## config.mk

```make
export PLATFORM = sky130hd
export DESIGN_NAME = sfpes_flash_seq
export DESIGN_NICKNAME = d
export VERILOG_FILES = /design/src/logic/sfpes_pkg.sv /design/src/logic/sfpes_link_if.sv /design/src/logic/sfpes_flash_seq.sv /design/src/logic/sfpes_link_rx.sv
export SDC_FILE = /design/constraint.sdc
export NUM_CORES = 1
export LEC_CHECK = 0
export BUFFER_PORTS_ARGS = -buffer_cell sky130_fd_sc_hd__buf_2
export CAP_MARGIN = 10
export CORE_AREA = 2 2 205 207
export CTS_CLUSTER_DIAMETER = 30
export DETAILED_ROUTE_END_ITERATION = 8
export DIE_AREA = 0 0 207 209
export PLACE_DENSITY_LB_ADDON = 0.08
export SLEW_MARGIN = 10
export SYNTH_ARGS = -nofsm -noshare
export SYNTH_HDL_FRONTEND = slang
export SYNTH_SLANG_ARGS = --single-unit
```

## constraint.sdc

```tcl
create_clock -name clk_in -period 5.5 [get_ports clk_in]
set_input_delay 0.825 -clock clk_in [delete_from_list [all_inputs] [get_ports clk_in]]
set_output_delay 0.825 -clock clk_in [all_outputs]
set_load 0.03 [all_outputs]
```

## src/logic/sfpes_pkg.sv

```systemverilog
`default_nettype none
package sfpes_pkg;
	// Opcodes
	localparam logic [7:0] OP_WRITE_STATUS   = 8'h01;
	localparam logic [7:0] OP_PAGE_PROGRAM   = 8'h02;
	localparam logic [7:0] OP_WRITE_DISABLE  = 8'h04;
	localparam logic [7:0] OP_WRITE_ENABLE   = 8'h06;
	localparam logic [7:0] OP_SECTOR_ERASE   = 8'h20;
	localparam logic [7:0] OP_QUAD_PROGRAM   = 8'h32;
	localparam logic [7:0] OP_PROGRAM_42     = 8'h42;
	localparam logic [7:0] OP_ERASE_44       = 8'h44;
	localparam logic [7:0] OP_BLOCK32_ERASE  = 8'h52;
	localparam logic [7:0] OP_CHIP_ERASE_B   = 8'h60;
	localparam logic [7:0] OP_SUSPEND        = 8'h75;
	localparam logic [7:0] OP_RESUME         = 8'h7a;
	localparam logic [7:0] OP_CHIP_ERASE_A   = 8'hc7;
	localparam logic [7:0] OP_BLOCK64_ERASE  = 8'hd8;
	// Frame layout: opcode byte, three address bytes, then data
	localparam logic [2:0] OPCODE_ONLY_BYTES = 3'h1;
	localparam logic [2:0] DATA_BYTE_INDEX   = 3'h4;
	// Region masks of the low address bits
	localparam logic [23:0] PAGE_MASK        = 24'h0000ff;
	localparam logic [23:0] SECTOR_MASK      = 24'h000fff;
	localparam logic [23:0] BLOCK32_MASK     = 24'h007fff;
	localparam logic [23:0] BLOCK64_MASK     = 24'h00ffff;
	localparam logic [23:0] CHIP_MASK        = 24'hffffff;
	// Protection granule sizes
	localparam logic [23:0] PROT_SECTOR_UNIT = 24'h001000;
	localparam logic [23:0] PROT_BLOCK_UNIT  = 24'h010000;
	// Self-timed durations
	localparam int CLK_MHZ                   = 250;
	localparam int PROGRAM_TIME_US           = 400;
	localparam int SECTOR_ERASE_TIME_US      = 50000;
	localparam int SMALL_BLOCK_ERASE_TIME_US = 120000;
	localparam int BLOCK64_ERASE_TIME_US     = 150000;
	localparam int CHIP_ERASE_TIME_US        = 1000000;
	localparam int SUSPEND_LATENCY_US        = 20;
	// Reset values; link bits are {cs, sclk, io[3:0]}
	localparam logic [5:0] LINK_RESET        = 6'h20;
	localparam logic       WEL_RESET         = 1'b0;
	localparam logic       SUSPEND_RESET     = 1'b0;

	typedef enum logic [2:0] {
		SFPES_OP_NONE,
		SFPES_OP_PROGRAM,
		SFPES_OP_SECTOR,
		SFPES_OP_BLOCK32,
		SFPES_OP_BLOCK64,
		SFPES_OP_CHIP
	} sfpes_op_t;

	typedef enum logic [1:0] {
		ST_IDLE,
		ST_RUN,
		ST_HALT
	} sfpes_state_t;
endpackage
`default_nettype wire

```

## src/logic/sfpes_link_if.sv

```systemverilog
`timescale 1ns/1ps
`default_nettype none
// Cleaned link events passed from the pin front end to the sequencer
interface sfpes_link_if;
	logic       sclk_rise;
	logic       cs_low;
	logic       cs_fall;
	logic       cs_rise;
	logic [3:0] io;
	modport rx (output sclk_rise, output cs_low, output cs_fall, output cs_rise, output io);
	modport core (input sclk_rise, input cs_low, input cs_fall, input cs_rise, input io);
endinterface
`default_nettype wire

```

## src/logic/sfpes_flash_seq.sv

```systemverilog
// Overview of operation
// - Quad program refused unless quad enable set
// - 32h, 24-bit address, data, four bits per clock
// - Quad program needs write enable latch set
// - 20h erases addressed 4 KB sector
// - 52h erases addressed 32 KB block
// - D8h erases addressed 64 KB block
// - C7h or 60h erases whole array
// - Erases need write enable latch set
// - Chip select must rise on byte boundary
// - Self-timed cycle holds busy, then clears
// - Finished cycle clears write enable latch
// - Protected targets refused; chip erase if any
// - Suspend only when busy, not yet suspended
// - Suspend ignored during chip erase
// - Erase suspend blocks status write and erases
// - Program suspend blocks status write and programs
// - Suspend flag at once, busy drops within latency
// - Reset releases suspend and clears its flag
// - Data past page end wraps within page
// - Resume clears suspend flag, sets busy quickly
`timescale 1ns/1ps
`default_nettype none
module sfpes_flash_seq #(
	parameter int unsigned PROGRAM_CYCLES = sfpes_pkg::PROGRAM_TIME_US * sfpes_pkg::CLK_MHZ,
	parameter int unsigned SECTOR_CYCLES  = sfpes_pkg::SECTOR_ERASE_TIME_US * sfpes_pkg::CLK_MHZ,
	parameter int unsigned BLOCK32_CYCLES =
		sfpes_pkg::SMALL_BLOCK_ERASE_TIME_US * sfpes_pkg::CLK_MHZ,
	parameter int unsigned BLOCK64_CYCLES =
		sfpes_pkg::BLOCK64_ERASE_TIME_US * sfpes_pkg::CLK_MHZ,
	parameter int unsigned CHIP_CYCLES    = sfpes_pkg::CHIP_ERASE_TIME_US * sfpes_pkg::CLK_MHZ,
	parameter int unsigned SUSPEND_CYCLES = sfpes_pkg::SUSPEND_LATENCY_US * sfpes_pkg::CLK_MHZ
) (
	input  wire logic                  clk_in,
	input  wire logic                  rst_b_in,
	input  wire logic                  cs_b_in,
	input  wire logic                  sclk_in,
	input  wire logic [3:0]            io_in,
	input  wire logic                  quad_io_enable_in,
	input  wire logic                  block_protect_bit2_in,
	input  wire logic                  block_protect_bit1_in,
	input  wire logic                  block_protect_bit0_in,
	input  wire logic                  top_bottom_select_in,
	input  wire logic                  sector_granularity_select_in,
	input  wire logic                  protect_complement_in,
	input  wire logic                  lock_all_in,
	output logic                       busy_out,
	output logic                       suspend_flag_out,
	output logic                       write_enable_latch_out,
	output logic                       op_start_out,
	output logic                       op_done_out,
	output logic                       op_run_out,
	output sfpes_pkg::sfpes_op_t       op_kind_out,
	output logic [23:0]                op_addr_out,
	output logic                       pgm_wr_out,
	output logic [7:0]                 pgm_offset_out,
	output logic [7:0]                 pgm_data_out
);
	import sfpes_pkg::*;

	sfpes_link_if lk ();

	// Pin synchroniser and edge finder
	sfpes_link_rx u_rx (
		.clk_in   (clk_in),
		.rst_b_in (rst_b_in),
		.cs_b_in  (cs_b_in),
		.sclk_in  (sclk_in),
		.io_in    (io_in),
		.lk       (lk.rx)
	);

	// Frame decoder state
	logic [7:0]   sh;
	logic [2:0]   bit_cnt;
	logic [2:0]   byte_cnt;
	logic         quad;
	logic         drop;
	logic         got_data;
	logic [7:0]   opcode;
	logic [23:0]  addr_in;
	logic [7:0]   page_off;
	logic [7:0]   next_sh;
	logic [2:0]   next_bit_cnt;
	logic [2:0]   next_byte_cnt;
	logic         next_quad;
	logic         next_drop;
	logic         next_got_data;
	logic [7:0]   next_opcode;
	logic [23:0]  next_addr_in;
	logic [7:0]   next_page_off;
	logic         next_pgm_wr;
	logic [7:0]   next_pgm_offset;
	logic [7:0]   next_pgm_data;

	// Sequencer state
	sfpes_state_t state;
	sfpes_op_t    op_kind;
	sfpes_op_t    saved_kind;
	logic [31:0]  timer;
	logic [31:0]  saved_timer;
	logic [31:0]  halt_cnt;
	logic         suspend_flag;
	logic         write_enable_latch;
	sfpes_state_t next_state;
	sfpes_op_t    next_op_kind;
	sfpes_op_t    next_saved_kind;
	logic [31:0]  next_timer;
	logic [31:0]  next_saved_timer;
	logic [31:0]  next_halt_cnt;
	logic         next_sus;
	logic         next_wel;
	logic         next_start;
	logic         next_done;
	logic [23:0]  next_op_addr;

	logic [2:0]   bp;
	logic         frame_ok;
	logic         prog_banned;
	logic         erase_banned;
	sfpes_op_t    launch;
	logic [23:0]  base;

	assign bp = {block_protect_bit2_in, block_protect_bit1_in, block_protect_bit0_in};

	// True when an address falls in the protected range
	function automatic logic prot_hit(input logic [23:0] a);
		logic [23:0] len;
		logic        hit;
		len = 24'h0;
		hit = 1'b0;
		if (bp != 3'h0) begin
			if (sector_granularity_select_in) begin
				len = PROT_SECTOR_UNIT << ((bp > 3'h4) ? 3'h3 : (bp - 3'h1));
			end else begin
				len = PROT_BLOCK_UNIT << (bp - 3'h1);
			end
			hit = top_bottom_select_in ? (a < len) : (a >= (24'h0 - len));
		end
		return hit ^ protect_complement_in;
	endfunction

	// Low address bits that a region ignores
	function automatic logic [23:0] region_mask(input sfpes_op_t k);
		case (k)
			SFPES_OP_PROGRAM: region_mask = PAGE_MASK;
			SFPES_OP_SECTOR:  region_mask = SECTOR_MASK;
			SFPES_OP_BLOCK32: region_mask = BLOCK32_MASK;
			SFPES_OP_BLOCK64: region_mask = BLOCK64_MASK;
			default:          region_mask = CHIP_MASK;
		endcase
	endfunction

	// Self-timed length of each cycle
	function automatic logic [31:0] cycles_of(input sfpes_op_t k);
		case (k)
			SFPES_OP_PROGRAM: cycles_of = PROGRAM_CYCLES;
			SFPES_OP_SECTOR:  cycles_of = SECTOR_CYCLES;
			SFPES_OP_BLOCK32: cycles_of = BLOCK32_CYCLES;
			SFPES_OP_BLOCK64: cycles_of = BLOCK64_CYCLES;
			default:          cycles_of = CHIP_CYCLES;
		endcase
	endfunction

	// Commands barred while a cycle is suspended
	assign prog_banned  = suspend_flag && (saved_kind == SFPES_OP_PROGRAM);
	assign erase_banned = suspend_flag && (saved_kind != SFPES_OP_PROGRAM);
	// Chip select must rise just after a whole byte
	assign frame_ok     = !drop && (bit_cnt == 3'h0);

	// Frame decoder: shifts opcode, address and data bytes
	always_comb begin
		logic [7:0] shifted;
		shifted         = quad ? {sh[3:0], lk.io} : {sh[6:0], lk.io[0]};
		next_sh         = sh;
		next_bit_cnt    = bit_cnt;
		next_byte_cnt   = byte_cnt;
		next_quad       = quad;
		next_drop       = drop;
		next_got_data   = got_data;
		next_opcode     = opcode;
		next_addr_in    = addr_in;
		next_page_off   = page_off;
		next_pgm_wr     = 1'b0;
		next_pgm_offset = pgm_offset_out;
		next_pgm_data   = pgm_data_out;
		if (lk.cs_fall) begin
			next_bit_cnt  = 3'h0;
			next_byte_cnt = 3'h0;
			next_quad     = 1'b0;
			next_drop     = 1'b0;
			next_got_data = 1'b0;
		end else if (lk.sclk_rise && lk.cs_low && !drop) begin
			next_sh      = shifted;
			next_bit_cnt = bit_cnt + (quad ? 3'h4 : 3'h1);
			if (next_bit_cnt == 3'h0) begin
				if (byte_cnt == 3'h0) begin
					next_opcode = shifted;
					if (shifted == OP_QUAD_PROGRAM) begin
						if (!quad_io_enable_in) begin
							next_drop = 1'b1;
						end else if (!write_enable_latch) begin
							next_drop = 1'b1;
						end else if (busy_out || prog_banned) begin
							next_drop = 1'b1;
						end else begin
							next_quad = 1'b1;
						end
					end
				end else if (byte_cnt < DATA_BYTE_INDEX) begin
					next_addr_in  = {addr_in[15:0], shifted};
					next_page_off = shifted;
				end else begin
					next_got_data = 1'b1;
					if (opcode == OP_QUAD_PROGRAM) begin
						next_pgm_wr     = 1'b1;
						next_pgm_offset = page_off;
						next_pgm_data   = shifted;
						next_page_off   = page_off + 8'h1;
					end
				end
				if (byte_cnt < DATA_BYTE_INDEX) begin
					next_byte_cnt = byte_cnt + 3'h1;
				end
			end
		end
	end

	always_ff @(posedge clk_in or negedge rst_b_in) begin
		if (!rst_b_in) begin
			sh             <= 8'h0;
			bit_cnt        <= 3'h0;
			byte_cnt       <= 3'h0;
			quad           <= 1'b0;
			drop           <= 1'b0;
			got_data       <= 1'b0;
			opcode         <= 8'h0;
			addr_in        <= 24'h0;
			page_off       <= 8'h0;
			pgm_wr_out     <= 1'b0;
			pgm_offset_out <= 8'h0;
			pgm_data_out   <= 8'h0;
		end else begin
			sh             <= next_sh;
			bit_cnt        <= next_bit_cnt;
			byte_cnt       <= next_byte_cnt;
			quad           <= next_quad;
			drop           <= next_drop;
			got_data       <= next_got_data;
			opcode         <= next_opcode;
			addr_in        <= next_addr_in;
			page_off       <= next_page_off;
			pgm_wr_out     <= next_pgm_wr;
			pgm_offset_out <= next_pgm_offset;
			pgm_data_out   <= next_pgm_data;
		end
	end

	// Sequencer: runs, halts, resumes and ends the self-timed cycles
	always_comb begin
		next_state       = state;
		next_op_kind     = op_kind;
		next_saved_kind  = saved_kind;
		next_timer       = timer;
		next_saved_timer = saved_timer;
		next_halt_cnt    = halt_cnt;
		next_sus         = suspend_flag;
		next_wel         = write_enable_latch;
		next_start       = 1'b0;
		next_done        = 1'b0;
		next_op_addr     = op_addr_out;
		launch           = SFPES_OP_NONE;
		base             = 24'h0;
		case (state)
			ST_RUN: begin
				if (timer <= 32'h1) begin
					next_state   = ST_IDLE;
					next_op_kind = SFPES_OP_NONE;
					next_wel     = 1'b0;
					next_done    = 1'b1;
				end else begin
					next_timer = timer - 32'h1;
				end
			end
			ST_HALT: begin
				if (halt_cnt <= 32'h1) begin
					next_saved_timer = timer;
					next_saved_kind  = op_kind;
					next_op_kind     = SFPES_OP_NONE;
					next_state       = ST_IDLE;
				end else begin
					next_halt_cnt = halt_cnt - 32'h1;
				end
			end
			default: begin
			end
		endcase
		if (lk.cs_rise && frame_ok) begin
			case (opcode)
				OP_WRITE_ENABLE: begin
					if (byte_cnt == OPCODE_ONLY_BYTES && !busy_out) begin
						next_wel = 1'b1;
					end
				end
				OP_WRITE_DISABLE: begin
					if (byte_cnt == OPCODE_ONLY_BYTES && !busy_out) begin
						next_wel = 1'b0;
					end
				end
				OP_QUAD_PROGRAM: begin
					if (got_data && quad_io_enable_in && write_enable_latch && !prog_banned) begin
						launch = SFPES_OP_PROGRAM;
					end
				end
				OP_SECTOR_ERASE: begin
					if (byte_cnt == DATA_BYTE_INDEX && !got_data) begin
						launch = SFPES_OP_SECTOR;
					end
				end
				OP_BLOCK32_ERASE: begin
					if (byte_cnt == DATA_BYTE_INDEX && !got_data) begin
						launch = SFPES_OP_BLOCK32;
					end
				end
				OP_BLOCK64_ERASE: begin
					if (byte_cnt == DATA_BYTE_INDEX && !got_data) begin
						launch = SFPES_OP_BLOCK64;
					end
				end
				OP_CHIP_ERASE_A, OP_CHIP_ERASE_B: begin
					if (byte_cnt == OPCODE_ONLY_BYTES) begin
						launch = SFPES_OP_CHIP;
					end
				end
				OP_SUSPEND: begin
					if (byte_cnt == OPCODE_ONLY_BYTES && state == ST_RUN && !suspend_flag
						&& timer > 32'h1 && op_kind != SFPES_OP_CHIP) begin
						next_sus      = 1'b1;
						next_state    = ST_HALT;
						next_halt_cnt = SUSPEND_CYCLES;
					end
				end
				OP_RESUME: begin
					if (byte_cnt == OPCODE_ONLY_BYTES && suspend_flag && !busy_out) begin
						next_sus        = 1'b0;
						next_state      = ST_RUN;
						next_op_kind    = saved_kind;
						next_timer      = saved_timer;
						next_saved_kind = SFPES_OP_NONE;
					end
				end
				default: begin
				end
			endcase
		end
		// Erases gated by the latch, busy, suspend bans and protection
		if (launch != SFPES_OP_NONE && launch != SFPES_OP_PROGRAM) begin
			if (!write_enable_latch || erase_banned) begin
				launch = SFPES_OP_NONE;
			end
		end
		base = addr_in & ~region_mask(launch);
		if (busy_out || lock_all_in || prot_hit(base)
			|| prot_hit(base | region_mask(launch))) begin
			launch = SFPES_OP_NONE;
		end
		if (launch != SFPES_OP_NONE) begin
			next_state   = ST_RUN;
			next_op_kind = launch;
			next_timer   = cycles_of(launch);
			next_op_addr = base;
			next_start   = 1'b1;
		end
	end

	// Reset also releases any suspended cycle
	always_ff @(posedge clk_in or negedge rst_b_in) begin
		if (!rst_b_in) begin
			state                  <= ST_IDLE;
			op_kind                <= SFPES_OP_NONE;
			saved_kind             <= SFPES_OP_NONE;
			timer                  <= 32'h0;
			saved_timer            <= 32'h0;
			halt_cnt               <= 32'h0;
			suspend_flag                    <= SUSPEND_RESET;
			write_enable_latch                    <= WEL_RESET;
			busy_out               <= 1'b0;
			suspend_flag_out       <= SUSPEND_RESET;
			write_enable_latch_out <= WEL_RESET;
			op_start_out           <= 1'b0;
			op_done_out            <= 1'b0;
			op_run_out             <= 1'b0;
			op_kind_out            <= SFPES_OP_NONE;
			op_addr_out            <= 24'h0;
		end else begin
			state                  <= next_state;
			op_kind                <= next_op_kind;
			saved_kind             <= next_saved_kind;
			timer                  <= next_timer;
			saved_timer            <= next_saved_timer;
			halt_cnt               <= next_halt_cnt;
			suspend_flag                    <= next_sus;
			write_enable_latch                    <= next_wel;
			busy_out               <= (next_state != ST_IDLE);
			suspend_flag_out       <= next_sus;
			write_enable_latch_out <= next_wel;
			op_start_out           <= next_start;
			op_done_out            <= next_done;
			op_run_out             <= (next_state == ST_RUN);
			op_kind_out            <= next_op_kind;
			op_addr_out            <= next_op_addr;
		end
	end
endmodule
`default_nettype wire

```

## src/logic/sfpes_link_rx.sv

```systemverilog
`timescale 1ns/1ps
`default_nettype none
module sfpes_link_rx (
	input  wire logic       clk_in,
	input  wire logic       rst_b_in,
	input  wire logic       cs_b_in,
	input  wire logic       sclk_in,
	input  wire logic [3:0] io_in,
	sfpes_link_if.rx        lk
);
	import sfpes_pkg::*;

	logic [5:0] stage1;
	logic [5:0] stage2;
	logic [5:0] stage3;
	logic [5:0] filt;
	logic [5:0] prev;
	logic [5:0] next_filt;

	// A bit changes only once the second and third stages agree
	always_comb begin
		for (int i = 0; i < 6; i++) begin
			next_filt[i] = (stage2[i] == stage3[i]) ? stage3[i] : filt[i];
		end
	end

	// Three-stage synchroniser, filter and edge history
	always_ff @(posedge clk_in or negedge rst_b_in) begin
		if (!rst_b_in) begin
			stage1 <= LINK_RESET;
			stage2 <= LINK_RESET;
			stage3 <= LINK_RESET;
			filt   <= LINK_RESET;
			prev   <= LINK_RESET;
		end else begin
			stage1 <= {cs_b_in, sclk_in, io_in};
			stage2 <= stage1;
			stage3 <= stage2;
			filt   <= next_filt;
			prev   <= filt;
		end
	end

	// Edge events and cs/io levels from the filtered bits
	assign lk.sclk_rise = filt[4] & ~prev[4];
	assign lk.cs_low    = ~filt[5];
	assign lk.cs_fall   = ~filt[5] & prev[5];
	assign lk.cs_rise   = filt[5] & ~prev[5];
	assign lk.io        = filt[3:0];
endmodule
`default_nettype wire

```

==> summary.txt <==
Status: finished clean
Final hold violation count: 0
Max-slew violation count: 0
MaxCap Viol Count: 0
# Post-CTS Setup Buffers: 0
Vias: 9,437
Site Rows: 75
R2R Path End: op_addr_out[21]
Worst-path maximum fanout: 9
Yosys top cell by area: dfrtp_1
CTS tree: built
Final Wtd Congestion: 0.808
Largest net degree at the start of global routing: 92
Total CTS buffers: 73
Arrival @ worst endpoint: 5.54 ns
Clock skew: 0.0307 ns
Via-to-Cell Ratio: 4.84
Clock Sinks: 225
Initial DRC count: 426
Endpoint type of the worst setup path: flop
Async S/R FF share, synth: 1.00
Die width: 207 microns
Post-Synthesis Cells: 1,225
Peak VDD IR: 0.255 mV
Root Buffer: clkbuf_16
Worst Reg2Reg Path Length in Cells: 16
Initial antenna violation count: 0
Grt peak-use layer: met2
Synthesized area: 12,200 sq um
Die area: 43,300 sq um
Final worst-path cycle share: 0.927
Area share of the largest cell type after synthesis: 0.453
Clk buf depth: 3
Most frequent cells in the layout: dfrtp_1 (220), nand2_1 (126), nor2_1 (124)
# placed instances: 1,817
Vias in the first global route: 9,728
Slew headroom: 0.431
Worst Hold Class: in -> async
Clock power frac: 0.572
DP HPWL: 23,600 microns
Yosys cell types: 85
Combinational Power Share: 0.136
GRT met2 Usage: 0.246
Commonest non-fill, non-tap cell in the layout: dfrtp_1
Clk_lat worst skew: 0.58 ns
Fillers: 4,172
Wirelength per Cell: 17.5 microns
Setup crit end: op_addr_out[21]
Startpoint types: flop
DRT antenna net count: 0
Crit path from: opcode[3]
Synth warnings: 0
Top_reg_cell synth: dfrtp_1
PD cells: 466 nW/um^2
Net Sw Power: 1.96 mW
Final setup fails: 0
DRT Wirelength: 34,000 microns
Seq cells post-synth: 225
Flop2flop setup slack: 0.40 ns
Crit Path Class: reg -> reg
Switch share: 0.267
Clock-pin slew on the worst setup and hold paths: 0.04 ns
Crit path time final: 5.10 ns
R2R Path Start: opcode[3]
IO Count: 66
Post-synth EDFFs: 0
RSZ-0062 raised after global routing: no
Top cells by area, synth: dfrtp_1 (45%), ha_1 (6.2%), mux2_2 (4.3%)
Fin cells: 1,950
I/O Buffers: 57
Max Freq: 196 MHz
Starting Density: 0.294
Slew @ Worst Pin: 0.853 ns
First-pass GRT wire length: 54,700 microns
H-tree depth: 3
Share of cells above drive strength 1: 0.219
Sequential fraction of the synthesis area: 0.464
CP Data Required Time: 5.95 ns
Total Routing Usage GR: 0.160
Residual DRC: 0
DR pass1 iterations: 5
Leakage: 6.87 nW
M1 GR Usage: 0.217
Int Pwr: 5.39 mW
Mapped Avg Cell Area: 9.92 sq um
Core area: 41,300 sq um
WHS: 0.242 ns
Area grow syn2layout: 29.8%
GR Util met3: 0.0424
Grt ovf: 0
Sequential share of power: 0.292
NumNets Final: 1,429
Die height: 209 microns
[flip-flops by register name (all words and copies together), names as in the netlist, 3 cells and up]
name	cells
pgm_offset_out	8
saved_kind	3
opcode	8
halt_cnt	32
u_rx.stage1	6
page_off	8
u_rx.stage2	6
byte_cnt	3
timer	32
bit_cnt	3
sh	7
saved_timer	32
pgm_data_out	8
u_rx.stage3	6
op_addr_out	16
u_rx.filt	6
addr_in	24
op_kind	3
[layout make-up]
class / instances / area, sq um / area share
Clock inverter: 31 / 438 / 0.0278
Tap cell: 539 / 674 / 0.0428
Inverter: 32 / 120 / 0.00762
Timing Repair Buffer: 96 / 601 / 0.0381
Multi-Input combinational cell: 925 / 6210 / 0.394
Antenna cell: 1 / 2.50 / 0.000159
Sequential cell: 225 / 5640 / 0.357
Clock buffer: 101 / 2090 / 0.132
[synth_stat cells (all sizes together), types with 3 or more instances]
cell and number:
o21ai 67, nor4 12, dfstp 5, nand3 25
a21oi 66, nor2 124, nor4b 7, nand2 126
o2111ai 4, o22ai 12, a211oi 10, nand4 19
o21a 11, nor2b 13, maj3 7, and2 7
a31oi 7, and3 14, clkbuf 33, ha 60
o211ai 8, nor4bb 3, and4 5, nand3b 6
nor3 40, or4 9, or3 24, or4b 4
mux2i 19, xor2 23, a21o 6, mux2 48
or2 12, a221oi 8, nand2b 14, o31ai 7
buf 17, a22o 10, xnor2 41, inv 32
dfrtp 220
[timing repair]
action                     CTS  global route
resized for setup            0             4
hold buffers                 0             0
setup endpoints to repair    0            13
[through the flow]
stage	cell area (sq um)	setup TNS, ns	utilization	total power, mW	worst slack (ns)
2_1_floorplan	12200	0	-	2.79	0.517
3_3_place_gp	13200	0	0.320	3.17	0.133
3_5_place_dp	13200	-0.00319	0.320	3.19	-0.00319
4_1_cts	15800	0	0.382	7.48	0.184
5_1_grt	15800	0	0.382	7.72	0.117
6_report	15800	0	0.382	7.36	0.403
[worst max-delay path, stage by stage, from the launching register on]
cell and delay [ns]:
dfrtp_1 0.56, or4b_1 0.47, or4_1 0.46, nor2_1 0.12
o211ai_1 0.13, and2_1 0.29, buf_4 0.20, nor2b_1 0.24
ha_1 0.29, o21a_1 0.22, o21a_1 0.11, a41oi_1 0.21
o41ai_2 0.13, a311o_2 0.42, nor3_4 0.41, mux2_4 0.42
mux2_2 0.29
[power by group through the flow]
stage | sequential, mW | clock [mW] | combinational [mW]
finish | 2.15 | 4.21 | 1.00
detailed placement | 2.17 | 0 | 1.02
CTS | 2.15 | 4.31 | 1.02
global placement | 2.17 | 0 | 1.00
floorplan | 2.09 | 0 | 0.695
global route | 2.19 | 4.41 | 1.12
[worst min-delay path by stage]
stage                               from  depth (start not counted)  slack [ns]              end
final                           rst_b_in                          1        0.24  saved_timer[11]
after global routing            rst_b_in                          1        0.31  saved_timer[11]
after CTS                       rst_b_in                          1        0.30  saved_timer[11]
after detailed placement  u_rx.stage1[2]                          0        0.34   u_rx.stage2[2]
after global placement    u_rx.stage1[0]                          0        0.33   u_rx.stage2[0]
after floorplan           u_rx.stage1[0]                          0        0.33   u_rx.stage2[0]
[per-layer routing]
layer,vias to the layer above,wire [microns]
met1,4499,16400
li1,4683,-
met5,-,0
met3,67,1380
met4,0,870
met2,188,15400
[logic make-up (layout without fill, tap and decap cells)]
| logic type | Yosys count | after routing | synth area share |
|---|---|---|---|
| AOI/OAI and AO/OA | 243 | 243 | 0.131 |
| xor gates and xnor gates | 64 | 64 | 0.0461 |
| adders and majority gates | 67 | 67 | 0.0676 |
| buffers and inverters | 82 | 260 | 0.0299 |
| DFF | 225 | 225 | 0.464 |
| muxes | 67 | 67 | 0.0610 |
| other | 1 | 9 | 0.000309 |
| and+or+nand+nor | 476 | 476 | 0.201 |
No activity file was read; power rests on OpenSTA's default activity.
